--- src/pkg/pwmdps_regs.vh ---
// Purpose: Register map, field positions and reset values of the
//          three-channel duty/period PWM timebase.
// Assumes: Avalon-MM word addressing, one 8-bit register per word.
// Notes:   Definitions only; included by bare name.
`ifndef PWMDPS_REGS_VH
`define PWMDPS_REGS_VH

// ----------------------------------------------------------------
// Word indices (byte address is four times the index)
// ----------------------------------------------------------------
`define PWMDPS_REG_CTRL     4'h0
`define PWMDPS_REG_SYNC     4'h1
`define PWMDPS_REG_DUTY0_LO 4'h2
`define PWMDPS_REG_PER_LO   4'h8
`define PWMDPS_REG_PER_HI   4'h9
`define PWMDPS_REG_CNT_LO   4'hA
`define PWMDPS_REG_CNT_HI   4'hB
`define PWMDPS_REG_IRQ_STAT 4'hC
`define PWMDPS_REG_IRQ_MASK 4'hD
`define PWMDPS_DUTY_STRIDE  4'h2

// ----------------------------------------------------------------
// Main control register fields
// ----------------------------------------------------------------
`define PWMDPS_CTRL_RELOAD  0
`define PWMDPS_CTRL_ISEL_LO 1
`define PWMDPS_CTRL_ISEL_HI 2
`define PWMDPS_CTRL_ON      3
`define PWMDPS_CTRL_PCK_LO  4
`define PWMDPS_CTRL_PCK_HI  5
`define PWMDPS_CTRL_CENTER  7

// ----------------------------------------------------------------
// Sync control register fields
// ----------------------------------------------------------------
`define PWMDPS_SYNC_MIRROR  0
`define PWMDPS_SYNC_EN      1
`define PWMDPS_SYNC_REQ     2
`define PWMDPS_SYNC_W       4

// ----------------------------------------------------------------
// Interrupt status and mask layout
// ----------------------------------------------------------------
`define PWMDPS_IRQ_PERIOD   0
`define PWMDPS_IRQ_SYNC     1
`define PWMDPS_IRQ_DUTY_LO  2
`define PWMDPS_IRQ_DUTY_HI  4
`define PWMDPS_IRQ_W        5

// ----------------------------------------------------------------
// Reset values and constants
// ----------------------------------------------------------------
`define PWMDPS_CTRL_RST     8'h00
`define PWMDPS_SYNC_RST     4'h0
`define PWMDPS_IRQ_RST      5'h00
`define PWMDPS_VAL_RST      10'h000
`define PWMDPS_VAL_ONE      10'h001
`define PWMDPS_DIV_RST      3'h0
`define PWMDPS_RDATA_RST    32'h0000_0000

// ----------------------------------------------------------------
// Byte split of ten-bit values and high-byte word step
// ----------------------------------------------------------------
`define PWMDPS_HI_OFS       4'h1
`define PWMDPS_VAL_LO       7:0
`define PWMDPS_VAL_HI       9:8
`define PWMDPS_BYTE_HI      1:0

// ----------------------------------------------------------------
// Prescaler codes and tick masks
// ----------------------------------------------------------------
`define PWMDPS_PCK_DIV1     2'h0
`define PWMDPS_PCK_DIV2     2'h1
`define PWMDPS_PCK_DIV4     2'h2
`define PWMDPS_MASK_DIV1    3'h0
`define PWMDPS_MASK_DIV2    3'h1
`define PWMDPS_MASK_DIV4    3'h3
`define PWMDPS_MASK_DIV8    3'h7

`endif

--- src/logic/pwmdps_top.v ---
// Purpose: Three-channel 10-bit PWM timebase with shared period,
//          buffered duty values, synchronous update and mirroring.
// Assumes: One clock; Avalon-MM slave on the same clock; only byte
//          lane 0 carries register data.
// Notes:   Every access answers with waitrequest low one cycle after
//          the request is raised.
//          A sync request made while reload is clear stays pending and completes
//          at the first period end after reload is set; one made while sync enable is clear never completes.
//          The quick update bit is stored and read back only.
//          Write-only and unmapped words read as zero.
`include "pwmdps_regs.vh"

module pwmdps_top (
  // Clock and reset
  input  wire        clk,
  input  wire        reset,
  // Avalon-MM slave
  input  wire [3:0]  address,
  input  wire        read,
  input  wire        write,
  input  wire [31:0] writedata,
  input  wire [3:0]  byteenable,
  output wire [31:0] readdata,
  output wire        waitrequest,
  // PWM outputs and interrupt
  output wire [2:0]  pwmOut,
  output wire        irq
);

  // ----------------------------------------------------------------
  // State
  // ----------------------------------------------------------------
  reg  [7:0]               ctrl_reg;
  reg  [`PWMDPS_SYNC_W-1:0] sync_reg;
  reg  [9:0]               perBuf_reg;
  reg  [9:0]               perAct_reg;
  reg  [9:0]               cnt_reg;
  reg                      up_reg;
  reg  [2:0]               div_reg;
  reg  [`PWMDPS_IRQ_W-1:0] irqStat_reg;
  reg  [`PWMDPS_IRQ_W-1:0] irqStat_next;
  reg  [`PWMDPS_IRQ_W-1:0] irqMask_reg;
  reg                      irq_reg;
  reg                      wait_reg;
  reg  [31:0]              rdata_reg;
  reg  [31:0]              rdata_next;
  reg  [9:0]               cnt_next;
  reg                      up_next;
  reg  [2:0]               divMask;
  wire [2:0]               dutyHit;
  wire                     reloadOn;
  wire                     blockOn;
  wire                     centerMode;
  wire [1:0]               irqSel;
  wire                     syncEn;
  wire                     mirrorOn;
  wire                     wrTake;
  wire [7:0]               wrData;
  wire                     tick;
  wire                     periodEnd;
  wire                     dutyLoad;
  wire                     syncDone;
  wire [`PWMDPS_IRQ_W-1:0] irqEvt;
  wire                     ctrlWr;
  wire                     syncWr;
  wire                     perLoWr;
  wire                     perHiWr;
  wire                     statWr;
  wire                     maskWr;
  wire                     duty0LoWr;
  wire                     duty0HiWr;

  // Control field decode
  // Sync and mirror are gated here, so both fall away when reload clears
  assign reloadOn   = ctrl_reg[`PWMDPS_CTRL_RELOAD];
  assign blockOn    = ctrl_reg[`PWMDPS_CTRL_ON];
  assign centerMode = ctrl_reg[`PWMDPS_CTRL_CENTER];
  assign irqSel     = ctrl_reg[`PWMDPS_CTRL_ISEL_HI:`PWMDPS_CTRL_ISEL_LO];
  assign syncEn     = sync_reg[`PWMDPS_SYNC_EN] & reloadOn;
  assign mirrorOn   = sync_reg[`PWMDPS_SYNC_MIRROR] & reloadOn;

  // ----------------------------------------------------------------
  // Bus slave
  // ----------------------------------------------------------------
  // Write lands at the edge where the master sees waitrequest low
  assign wrTake      = write & ~wait_reg & byteenable[0];
  assign wrData      = writedata[7:0];
  assign waitrequest = wait_reg;
  assign readdata    = rdata_reg;

  // Per-register write strobes; each fires only at the accepting edge
  assign ctrlWr    = wrTake & (address == `PWMDPS_REG_CTRL);
  assign syncWr    = wrTake & (address == `PWMDPS_REG_SYNC);
  assign perLoWr   = wrTake & (address == `PWMDPS_REG_PER_LO);
  assign perHiWr   = wrTake & (address == `PWMDPS_REG_PER_HI);
  assign statWr    = wrTake & (address == `PWMDPS_REG_IRQ_STAT);
  assign maskWr    = wrTake & (address == `PWMDPS_REG_IRQ_MASK);
  assign duty0LoWr = wrTake & (address == `PWMDPS_REG_DUTY0_LO);
  assign duty0HiWr = wrTake & (address == `PWMDPS_REG_DUTY0_LO + `PWMDPS_HI_OFS);

  // Waitrequest drops for one cycle per request, then rises again
  // A request held past its answer is taken as a new one and answered again
  always @(posedge clk or posedge reset) begin
    if (reset) begin
      wait_reg <= 1'b1;
    end else begin
      wait_reg <= ~((read | write) & wait_reg);
    end
  end

  // Read mux; write-only and unmapped words read as zero
  always @* begin
    rdata_next = `PWMDPS_RDATA_RST;
    case (address)
      `PWMDPS_REG_CTRL:     rdata_next[7:0] = ctrl_reg;
      `PWMDPS_REG_SYNC:     rdata_next[`PWMDPS_SYNC_W-1:0] = sync_reg;
      `PWMDPS_REG_CNT_LO:   rdata_next[`PWMDPS_VAL_LO] = cnt_reg[`PWMDPS_VAL_LO];
      `PWMDPS_REG_CNT_HI:   rdata_next[`PWMDPS_BYTE_HI] = cnt_reg[`PWMDPS_VAL_HI];
      `PWMDPS_REG_IRQ_STAT: rdata_next[`PWMDPS_IRQ_W-1:0] = irqStat_reg;
      `PWMDPS_REG_IRQ_MASK: rdata_next[`PWMDPS_IRQ_W-1:0] = irqMask_reg;
      default:              rdata_next = `PWMDPS_RDATA_RST;
    endcase
  end

  // Capture read data while waitrequest is still high
  // The answer comes from this register, so readdata leaves a flop directly
  always @(posedge clk or posedge reset) begin
    if (reset) begin
      rdata_reg <= `PWMDPS_RDATA_RST;
    end else if (read & wait_reg) begin
      rdata_reg <= rdata_next;
    end
  end

  // ----------------------------------------------------------------
  // Software registers
  // ----------------------------------------------------------------
  // Main control: mode, prescale, on/off, irq select, reload
  always @(posedge clk or posedge reset) begin
    if (reset) begin
      ctrl_reg <= `PWMDPS_CTRL_RST;
    end else if (ctrlWr) begin
      ctrl_reg <= wrData;
    end
  end

  // Sync control; a fresh software write beats the hardware clear
  // Only the request bit is cleared by hardware; the others stay put
  always @(posedge clk or posedge reset) begin
    if (reset) begin
      sync_reg <= `PWMDPS_SYNC_RST;
    end else if (syncWr) begin
      sync_reg <= wrData[`PWMDPS_SYNC_W-1:0];
    end else if (syncDone) begin
      sync_reg[`PWMDPS_SYNC_REQ] <= 1'b0;
    end
  end

  // Period buffer, written byte by byte
  always @(posedge clk or posedge reset) begin
    if (reset) begin
      perBuf_reg <= `PWMDPS_VAL_RST;
    end else if (perLoWr) begin
      perBuf_reg[`PWMDPS_VAL_LO] <= wrData;
    end else if (perHiWr) begin
      perBuf_reg[`PWMDPS_VAL_HI] <= wrData[`PWMDPS_BYTE_HI];
    end
  end

  // Active period: follows the buffer unless reload defers it
  always @(posedge clk or posedge reset) begin
    if (reset) begin
      perAct_reg <= `PWMDPS_VAL_RST;
    end else if (!reloadOn || !blockOn || periodEnd) begin
      perAct_reg <= perBuf_reg;
    end
  end

  // ----------------------------------------------------------------
  // Prescaler and counter
  // ----------------------------------------------------------------
  // Divider mask for sys, /2, /4, /8
  always @* begin
    case (ctrl_reg[`PWMDPS_CTRL_PCK_HI:`PWMDPS_CTRL_PCK_LO])
      `PWMDPS_PCK_DIV1: divMask = `PWMDPS_MASK_DIV1;
      `PWMDPS_PCK_DIV2: divMask = `PWMDPS_MASK_DIV2;
      `PWMDPS_PCK_DIV4: divMask = `PWMDPS_MASK_DIV4;
      default:          divMask = `PWMDPS_MASK_DIV8;
    endcase
  end

  // One tick per prescaled clock; nothing ticks while the block is off
  assign tick = blockOn & ((div_reg & divMask) == divMask);

  // Divider is held at zero while off so the first tick is aligned
  always @(posedge clk or posedge reset) begin
    if (reset) begin
      div_reg <= `PWMDPS_DIV_RST;
    end else if (!blockOn) begin
      div_reg <= `PWMDPS_DIV_RST;
    end else begin
      div_reg <= div_reg + 3'h1;
    end
  end

  // Next count; a zero period is illegal but still kept bounded
  always @* begin
    cnt_next = cnt_reg;
    up_next  = up_reg;
    if (!centerMode) begin
      up_next = 1'b1;
      if (cnt_reg >= perAct_reg) begin
        cnt_next = `PWMDPS_VAL_RST;
      end else begin
        cnt_next = cnt_reg + `PWMDPS_VAL_ONE;
      end
    end else if (up_reg) begin
      if (cnt_reg < perAct_reg) begin
        cnt_next = cnt_reg + `PWMDPS_VAL_ONE;
      end else if (perAct_reg <= `PWMDPS_VAL_ONE) begin
        cnt_next = `PWMDPS_VAL_RST;
      end else begin
        cnt_next = perAct_reg - `PWMDPS_VAL_ONE;
        up_next  = 1'b0;
      end
    end else begin
      if (cnt_reg <= `PWMDPS_VAL_ONE) begin
        cnt_next = `PWMDPS_VAL_RST;
        up_next  = 1'b1;
      end else begin
        cnt_next = cnt_reg - `PWMDPS_VAL_ONE;
      end
    end
  end

  // A period ends on the tick that returns the count to zero
  // Reloads, the period event and sync completion all share this point
  assign periodEnd = tick & (cnt_next == `PWMDPS_VAL_RST);

  // Counter and direction; stopping clears the count
  always @(posedge clk or posedge reset) begin
    if (reset) begin
      cnt_reg <= `PWMDPS_VAL_RST;
      up_reg  <= 1'b1;
    end else if (!blockOn) begin
      cnt_reg <= `PWMDPS_VAL_RST;
      up_reg  <= 1'b1;
    end else if (tick) begin
      cnt_reg <= cnt_next;
      up_reg  <= up_next;
    end
  end

  // ----------------------------------------------------------------
  // Duty reload control
  // ----------------------------------------------------------------
  // With sync enabled, duties wait for a request so all three move at once
  // With reload on and the block running, period end is the only load point, so no channel runs a mixed set
  assign dutyLoad = periodEnd & (~syncEn | sync_reg[`PWMDPS_SYNC_REQ]);
  assign syncDone = periodEnd & syncEn & sync_reg[`PWMDPS_SYNC_REQ];

  // ----------------------------------------------------------------
  // Channels
  // ----------------------------------------------------------------
  // One channel per pass; word indices are worked out wide, then cut
  genvar i;
  generate
    for (i = 0; i < 3; i = i + 1) begin : gen_ch
      localparam [31:0] LO_WIDE = `PWMDPS_REG_DUTY0_LO + `PWMDPS_DUTY_STRIDE * i;
      localparam [3:0]  LO_IDX  = LO_WIDE[3:0];
      localparam [3:0]  HI_IDX  = LO_IDX + `PWMDPS_HI_OFS;
      reg  [9:0] buf_reg;
      reg  [9:0] act_reg;
      reg        out_reg;
      wire       loWr;
      wire       hiWr;
      wire       mirLo;
      wire       mirHi;

      // Channel 0 writes are copied here only while mirroring
      assign mirLo = (i != 0) & mirrorOn & duty0LoWr;
      assign mirHi = (i != 0) & mirrorOn & duty0HiWr;
      assign loWr  = (wrTake & (address == LO_IDX)) | mirLo;
      assign hiWr  = (wrTake & (address == HI_IDX)) | mirHi;

      // Duty buffer, low and high bytes
      always @(posedge clk or posedge reset) begin
        if (reset) begin
          buf_reg <= `PWMDPS_VAL_RST;
        end else begin
          if (loWr) begin
            buf_reg[`PWMDPS_VAL_LO] <= wrData;
          end
          if (hiWr) begin
            buf_reg[`PWMDPS_VAL_HI] <= wrData[`PWMDPS_BYTE_HI];
          end
        end
      end

      // Active duty; immediate without reload, else at period end
      always @(posedge clk or posedge reset) begin
        if (reset) begin
          act_reg <= `PWMDPS_VAL_RST;
        end else if (!reloadOn || !blockOn || dutyLoad) begin
          act_reg <= buf_reg;
        end
      end

      // High while the count is below duty: D ticks edge, 2D-1 center
      always @(posedge clk or posedge reset) begin
        if (reset) begin
          out_reg <= 1'b0;
        end else begin
          out_reg <= blockOn & (cnt_reg < act_reg);
        end
      end

      // Center duty match, filtered by direction select
      assign dutyHit[i] = tick & centerMode & (cnt_reg == act_reg) &
                          ((up_reg & irqSel[0]) | (~up_reg & irqSel[1]));
      assign pwmOut[i]  = out_reg;
    end
  endgenerate

  // ----------------------------------------------------------------
  // Interrupts
  // ----------------------------------------------------------------
  // Event layout: period end, sync done, then one duty match per channel
  assign irqEvt = {dutyHit, syncDone, periodEnd};

  // Write one to clear; a same-cycle event keeps its bit set
  always @* begin
    irqStat_next = irqStat_reg;
    if (statWr) begin
      irqStat_next = irqStat_reg & ~wrData[`PWMDPS_IRQ_W-1:0];
    end
    irqStat_next = irqStat_next | irqEvt;
  end

  // Status, mask and registered interrupt level
  always @(posedge clk or posedge reset) begin
    if (reset) begin
      irqStat_reg <= `PWMDPS_IRQ_RST;
      irqMask_reg <= `PWMDPS_IRQ_RST;
      irq_reg     <= 1'b0;
    end else begin
      irqStat_reg <= irqStat_next;
      if (maskWr) begin
        irqMask_reg <= wrData[`PWMDPS_IRQ_W-1:0];
      end
      irq_reg <= |(irqStat_reg & irqMask_reg);
    end
  end

  // Level output, one clock behind status and mask
  assign irq = irq_reg;

endmodule // pwmdps_top

--- config.mk ---
export PLATFORM = sky130hd
export DESIGN_NAME = pwmdps_top
export DESIGN_NICKNAME = d
export VERILOG_FILES = /design/src/logic/pwmdps_top.v
export VERILOG_INCLUDE_DIRS = /design/src /design/src/pkg
export SDC_FILE = /design/constraint.sdc
export NUM_CORES = 1
export LEC_CHECK = 0
export CORE_MARGIN = 1.5
export CORE_UTILIZATION = 61
export CTS_BUF_LIST = sky130_fd_sc_hd__clkbuf_16
export CTS_CLUSTER_SIZE = 16
export DETAILED_ROUTE_END_ITERATION = 16
export DONT_BUFFER_PORTS = 1
export GPL_TIMING_DRIVEN = 0
export PLACE_DENSITY = 0.85
export SLEW_MARGIN = 20
export SYNTH_ARGS = -nofsm -noshare
export SYNTH_HDL_FRONTEND = slang
export SYNTH_SLANG_ARGS = --single-unit
--- constraint.sdc ---
create_clock -name clk -period 6 [get_ports clk]
set_input_delay 0.6 -clock clk [delete_from_list [all_inputs] [get_ports clk]]
set_output_delay 0.6 -clock clk [all_outputs]
set_load 0.1 [all_outputs]
==> results of run 1 <==
-- metrics by stage --
step / instances / setup slack (ns) / hold WS (ns) / total power (uW) / area, um2
global placement: 898 / 0.934 / 0.448 / 1980 / 7860
CTS: 930 / 1.60 / 0.133 / 3030 / 8460
global route: 930 / 1.31 / 0.149 / 3170 / 8460
floorplan: 730 / 1.96 / 0.432 / 1820 / 7640
finish: 930 / 1.58 / 0.110 / 3050 / 8460
detailed placement: 899 / 1.62 / 0.470 / 2010 / 7890
-- kinds of logic after synthesis --
group / after synthesis / share of synthesized area
xor gates and xnor gates: 15 / 0.0174
AOI/OAI and AO/OA: 116 / 0.106
and+or+nand+nor: 194 / 0.138
other: 1 / 0.000496
buffers and inverters: 105 / 0.0697
adders and majority gates: 46 / 0.0761
DFF: 129 / 0.427
muxes: 101 / 0.165
-- per-layer routing --
metal	vias to the layer above	global-route usage	wire [um]
met4	0	0.156	800
li1	2576	-	-
met3	60	0.0635	1480
met2	287	0.514	9260
met5	-	0	0
met1	2864	0.408	8080
-- how the worst min path moves through the flow --
| stage | startpoint | end | slack [ns] | cells past startpoint |
|---|---|---|---|---|
| 6_report | reset | gen_ch[2].buf_reg[4] | 0.11 | 1 |
| 5_1_grt | reset | gen_ch[2].buf_reg[3] | 0.15 | 1 |
| 4_1_cts | reset | gen_ch[2].buf_reg[3] | 0.13 | 1 |
| 3_5_place_dp | div_reg[0] | div_reg[0] | 0.47 | 1 |
| 3_3_place_gp | div_reg[0] | div_reg[0] | 0.45 | 1 |
| 2_1_floorplan | div_reg[0] | div_reg[0] | 0.43 | 1 |
-- power by group through the flow --
stage | registers [uW] | logic (uW) | clock network [uW]
2_1_floorplan | 1170 | 646 | 0
3_3_place_gp | 1210 | 768 | 0
3_5_place_dp | 1220 | 796 | 0
4_1_cts | 1210 | 812 | 1020
5_1_grt | 1220 | 892 | 1050
6_report | 1210 | 824 | 1010
-- cell type report --
cell class / count / area (um2)
Inverter: 45 / 174
Sequential cell: 129 / 3230
Buffer: 60 / 358
Fill cell: 809 / 3600
Timing Repair Buffer: 1 / 27.5
Clock inverter: 14 / 149
Multi-Input combinational cell: 496 / 3890
Clock buffer: 17 / 425
Tap cell: 168 / 210
-- cell usage in the layout, fill, tap and decap left out, types with 5 or more instances in the layout --
master	n
nand2_1	36
xnor2_1	12
nand2b_1	7
nor2_1	51
nor3_1	13
nor2b_1	13
mux2_4	30
dfrtp_1	127
clkbuf_1	27
o21ai_0	24
inv_1	45
a21o_1	8
nand4_1	16
o221ai_1	5
nand3_1	8
a22oi_1	6
conb_1	24
mux2_2	67
a21oi_1	29
or3_1	5
clkbuf_16	17
ha_1	46
nor3b_1	6
buf_4	27
nor4_1	8
==> metrics.txt, run 1 <==
status=finished clean; Req. time, crit path=6.30 ns; Die ar.=0.0131 mm2; CTS tree=built; Detail Route Antenna Nets=0; I/O Buffers=0; worst path bufs/invs=3; sequential share of power=0.397; cell family with most CP delay=compound AO/OA/AOI/OAI gates; Max FO, Critical Path=10; Synthesis Warnings=0; number of synthesized flops with an enable pin=0; post_cts resized=0; CTS H-tree lvls=4; number of buffers added for setup after CTS=0; post-synth cell types=69; first-pass GRT wire length=31,000 um; max-cap violation count=0; DRT iter0 DRCs=581; clock latency at the later pin of the worst-skew pair=0.42 ns; I/O Pins=81; Starting Density=0.627; Post-Route WL=19,600 um; Chip Width=114 um; Worst path max stage delay=0.55 ns; sequential area share after synthesis=0.427; RSZ-0062 raised after global routing=no; global route overflow=0; GR Util All Layers=0.317; fin crit share=0.737; ANT cells=0; GP Congestion=0.934; worst-margin pin slew=0.897 ns; Hold/Removal Path Class=in -> async; vias=5,787; hold buffers post-CTS=0; Core Footprint=0.0121 mm2; final hold vios=0; Seq cells post-synth=129; power density over cell area=360 mW/mm2; clk_skew=0.00892 ns; r2r endpoint=perAct_reg[0]; Clock transition at path regs=0.06 ns; critical path startpoint category=register; cts bufs inserted=17; drt drc=0; Worst R2R Path Depth=12; CTS max path bufs=2; ys async rst share=1.00; R2R Setup Slk=1.58 ns; VDD IR max=0.257 mV; Yosys top cell by area=dfrtp_1; cell with the most instances after synthesis=dfrtp_1; Switching Fraction=0.359; most frequent cells after synthesis=127 x dfrtp_1, 67 x mux2_2, 51 x nor2_1; fin nets=840; Setup violations, final=0; Die Y=114 um; Synth Cell Area=0.00756 mm2; via/cell ratio=6.22; Max Freq=226 MHz; slowest CP cell=o21ai_0; synth top area cells=dfrtp_1 42%, mux2_2 10%, ha_1 7.6%, mux2_4 6.0%, buf_4 2.7%; Synth Instances=707; crit-path cells=clkbuf_1, inv_1, ha_1, nand2b_1, a211oi_1, a211oi_1, or2_2, clkbuf_1, o21ai_0, nor4_4, a21oi_2, mux2_2; Comb power frac=0.270; clock group share of total power=0.332; CP Launch Point=cnt_reg[0]; main flop type after synthesis=dfrtp_1; FF-to-FF Start=cnt_reg[0]; CTS root buf=clkbuf_16; leakage=0.00397 uW; first drt pass iteration count=5; post-synth top area share=0.420; max-slew violations=0; P&R area growth vs syn=12.0%; Max-slew headroom=0.399; synthesized area per cell=10.7 um2; Rows=40; Critical Path Sink=perAct_reg[0]; critical path type=reg -> reg; clk sink count=129; Worst setup EP type=register; fin crit period=4.42 ns; routed len/inst=21.1 um; Detailed Place HPWL=13,700 um; share of post-route cells with drive strength above 1=0.223; NetSw=1100 uW; Pint=1950 uW; CP Data Arrival Time=4.72 ns; Sum Neg Setup Slack=0 ns; initial antenna violation count=0; vias in the first global route=5,783; largest net degree at the start of global routing=69; cell depth of the worst setup path=12; Finished Core Util=0.702
Power figures use the tool's default switching activity.
==> run 2: changes to the inputs <==
--- a/config.mk
+++ b/config.mk
@@ -7,13 +7,13 @@
 export NUM_CORES = 1
 export LEC_CHECK = 0
 export CORE_MARGIN = 1.5
-export CORE_UTILIZATION = 61
+export CORE_UTILIZATION = 58
 export CTS_BUF_LIST = sky130_fd_sc_hd__clkbuf_16
 export CTS_CLUSTER_SIZE = 16
 export DETAILED_ROUTE_END_ITERATION = 16
 export DONT_BUFFER_PORTS = 1
 export GPL_TIMING_DRIVEN = 0
-export PLACE_DENSITY = 0.85
+export PLACE_DENSITY = 0.84
 export SLEW_MARGIN = 20
 export SYNTH_ARGS = -nofsm -noshare
 export SYNTH_HDL_FRONTEND = slang
==> constraint.sdc (replaced) <==
create_clock -name clk -period 3.8 [get_ports clk]
set_input_delay 0.38 -clock clk [delete_from_list [all_inputs] [get_ports clk]]
set_output_delay 0.38 -clock clk [all_outputs]
set_load 0.1 [all_outputs]
==> run 2 against run 1 <==
Count of clock-buffer cells in the layout is the same; clock power grew 48%; critical path type unchanged; cell area grew 1.7%; sequential share of layout area shrank 0.62 points; highest routed layer unchanged; die area grew 5.0%; first-iteration DRC count shrank 20%; worst hold slack lost 0.092 ns.
==> metrics.txt, run 2 (synthesis gave the netlist of run 1 again) <==
DRT iter0 DRCs=463; Rows=41; CP Data Arrival Time=4.01 ns; worst-margin pin slew=0.911 ns; final worst slack=0.0977 ns; Post-Route WL=18,900 um; P&R area growth vs syn=13.8%; FF-to-FF Start=perAct_reg[0]; I/O Pins=81; min-delay src=read; CTS tree=built; Die Y=117 um; Max-slew headroom=0.392; via/cell ratio=6.01; Clock transition at path regs=0.06 ns; status=finished clean; pre-CTS setup slack=-0.502 ns; CTS root buf=clkbuf_16; Die ar.=0.0137 mm2; I/O Buffers=0; first drt pass iteration count=5; CTS max path bufs=2; Max Freq=270 MHz; Worst setup EP type=register; Starting Density=0.597; Total Power=4770 uW; power density over cell area=555 mW/mm2; final hold vios=0; CP Launch Point=perAct_reg[0]; fin nets=847; fin crit share=0.974; routed len/inst=20.1 um; commonest non-fill, non-tap cell in the layout=dfrtp_1; fin crit period=3.70 ns; leakage=0.00399 uW; Hold/Removal Path Class=in -> reg; Setup violations, final=0; GR Util All Layers=0.298; clk_skew=0.00937 ns; Max FO, Critical Path=10; initial antenna violation count=0; clock latency at the later pin of the worst-skew pair=0.43 ns; commonest cells after routing, fill and taps aside=126 x dfrtp_1, 67 x mux2_2, 51 x nor2_1; Core Footprint=0.0127 mm2; drt drc=0; Detail Route Antenna Nets=0; global route overflow=0; vias=5,660; critical path startpoint category=register; GP Congestion=0.897; ANT cells=0; VDD IR max=0.523 mV; max-cap violation count=0; cts bufs inserted=17; first-pass GRT wire length=30,100 um; Req. time, crit path=4.11 ns; clk sink count=129; CTS H-tree lvls=4; share of post-route cells with drive strength above 1=0.257; Chip Width=117 um; critical path type=reg -> reg; Detailed Place HPWL=13,600 um; vias in the first global route=5,569; max-slew violations=0; largest net degree at the start of global routing=37
## run 2: cell count changes in the layout (fill, tap and decap cells not counted), moves of 3 or more
cell / previous run / this run
buf_4: 27 / 32
o221ai_1: 5 / 1
buf_12: 0 / 3
clkinv_1: 4 / 1
o221ai_2: 0 / 4
clkinvlp_4: 1 / 9
bufinv_16: 3 / 0
## run 2: power breakdown
| group | switching [uW] | internal (uW) |
|---|---|---|
| Clock | 656 | 837 |
| Combinational | 841 | 539 |
| Sequential | 333 | 1570 |
| Total | 1830 | 2940 |
## run 2: layout make-up
class                           instances  area [um2]
Buffer                                 59         358
Fill cell                             905        4070
Inverter                               45         176
Tap cell                              172         215
Clock buffer                           17         425
Multi-Input combinational cell        496        3980
Sequential cell                       129        3230
Timing Repair Buffer                    9         108
Clock inverter                         15         114
## run 2: routing by layer
layer	wire, um	global-route usage	part of all wire	up-vias
li1	-	-	-	2589
met1	7900	0.393	0.42	2781
met2	8980	0.468	0.47	237
met3	1410	0.0814	0.074	53
met4	623	0.121	0.033	0
met5	0	0	0	-
## run 2: stage by stage
stage	setup TNS (ns)	utilization	instances	cell area [um2]	hold slack, ns
4_1_cts	0	0.674	940	8530	0.00979
3_3_place_gp	-19.31	0.621	902	7860	0.449
5_1_grt	-0.0711	0.679	942	8600	0.00948
3_5_place_dp	-19.61	0.625	905	7920	0.381
2_1_floorplan	0	-	730	7650	0.432
6_report	0	0.679	942	8600	0.0182
## run 2: repair_timing
item | 4_1_cts | 5_1_grt
setup endpoints to repair | 43 | 40
setup buffers | 2 | 3
endpoints found under the hold margin | 30 | 0
pin swaps | 2 | 2
resized for setup | 11 | 12
hold buffers | 1 | 0
## run 2: path summary, 6_finish.rpt
check                           slack, ns                   end  depth (start not counted)
min in group asynchronous            0.54  gen_ch[2].buf_reg[8]                          2
worst max register to register        0.1  gen_ch[2].act_reg[8]                         11
worst max-delay path                  0.1  gen_ch[2].act_reg[8]                         11
max in group asynchronous            2.36                up_reg                          4
worst min-delay path                 0.02           waitrequest                          1
worst min register to register       0.49            div_reg[0]                          1
## run 2: worst max-delay path, cell delays in order (launching register included)
cell	delay, ns
dfrtp_1	0.50
inv_1	0.12
ha_1	0.28
or4b_2	0.67
nor4_2	0.21
xnor2_1	0.18
o32a_1	0.24
nand4_1	0.19
nor4_4	0.48
a31oi_4	0.19
buf_6	0.21
mux2_4	0.31
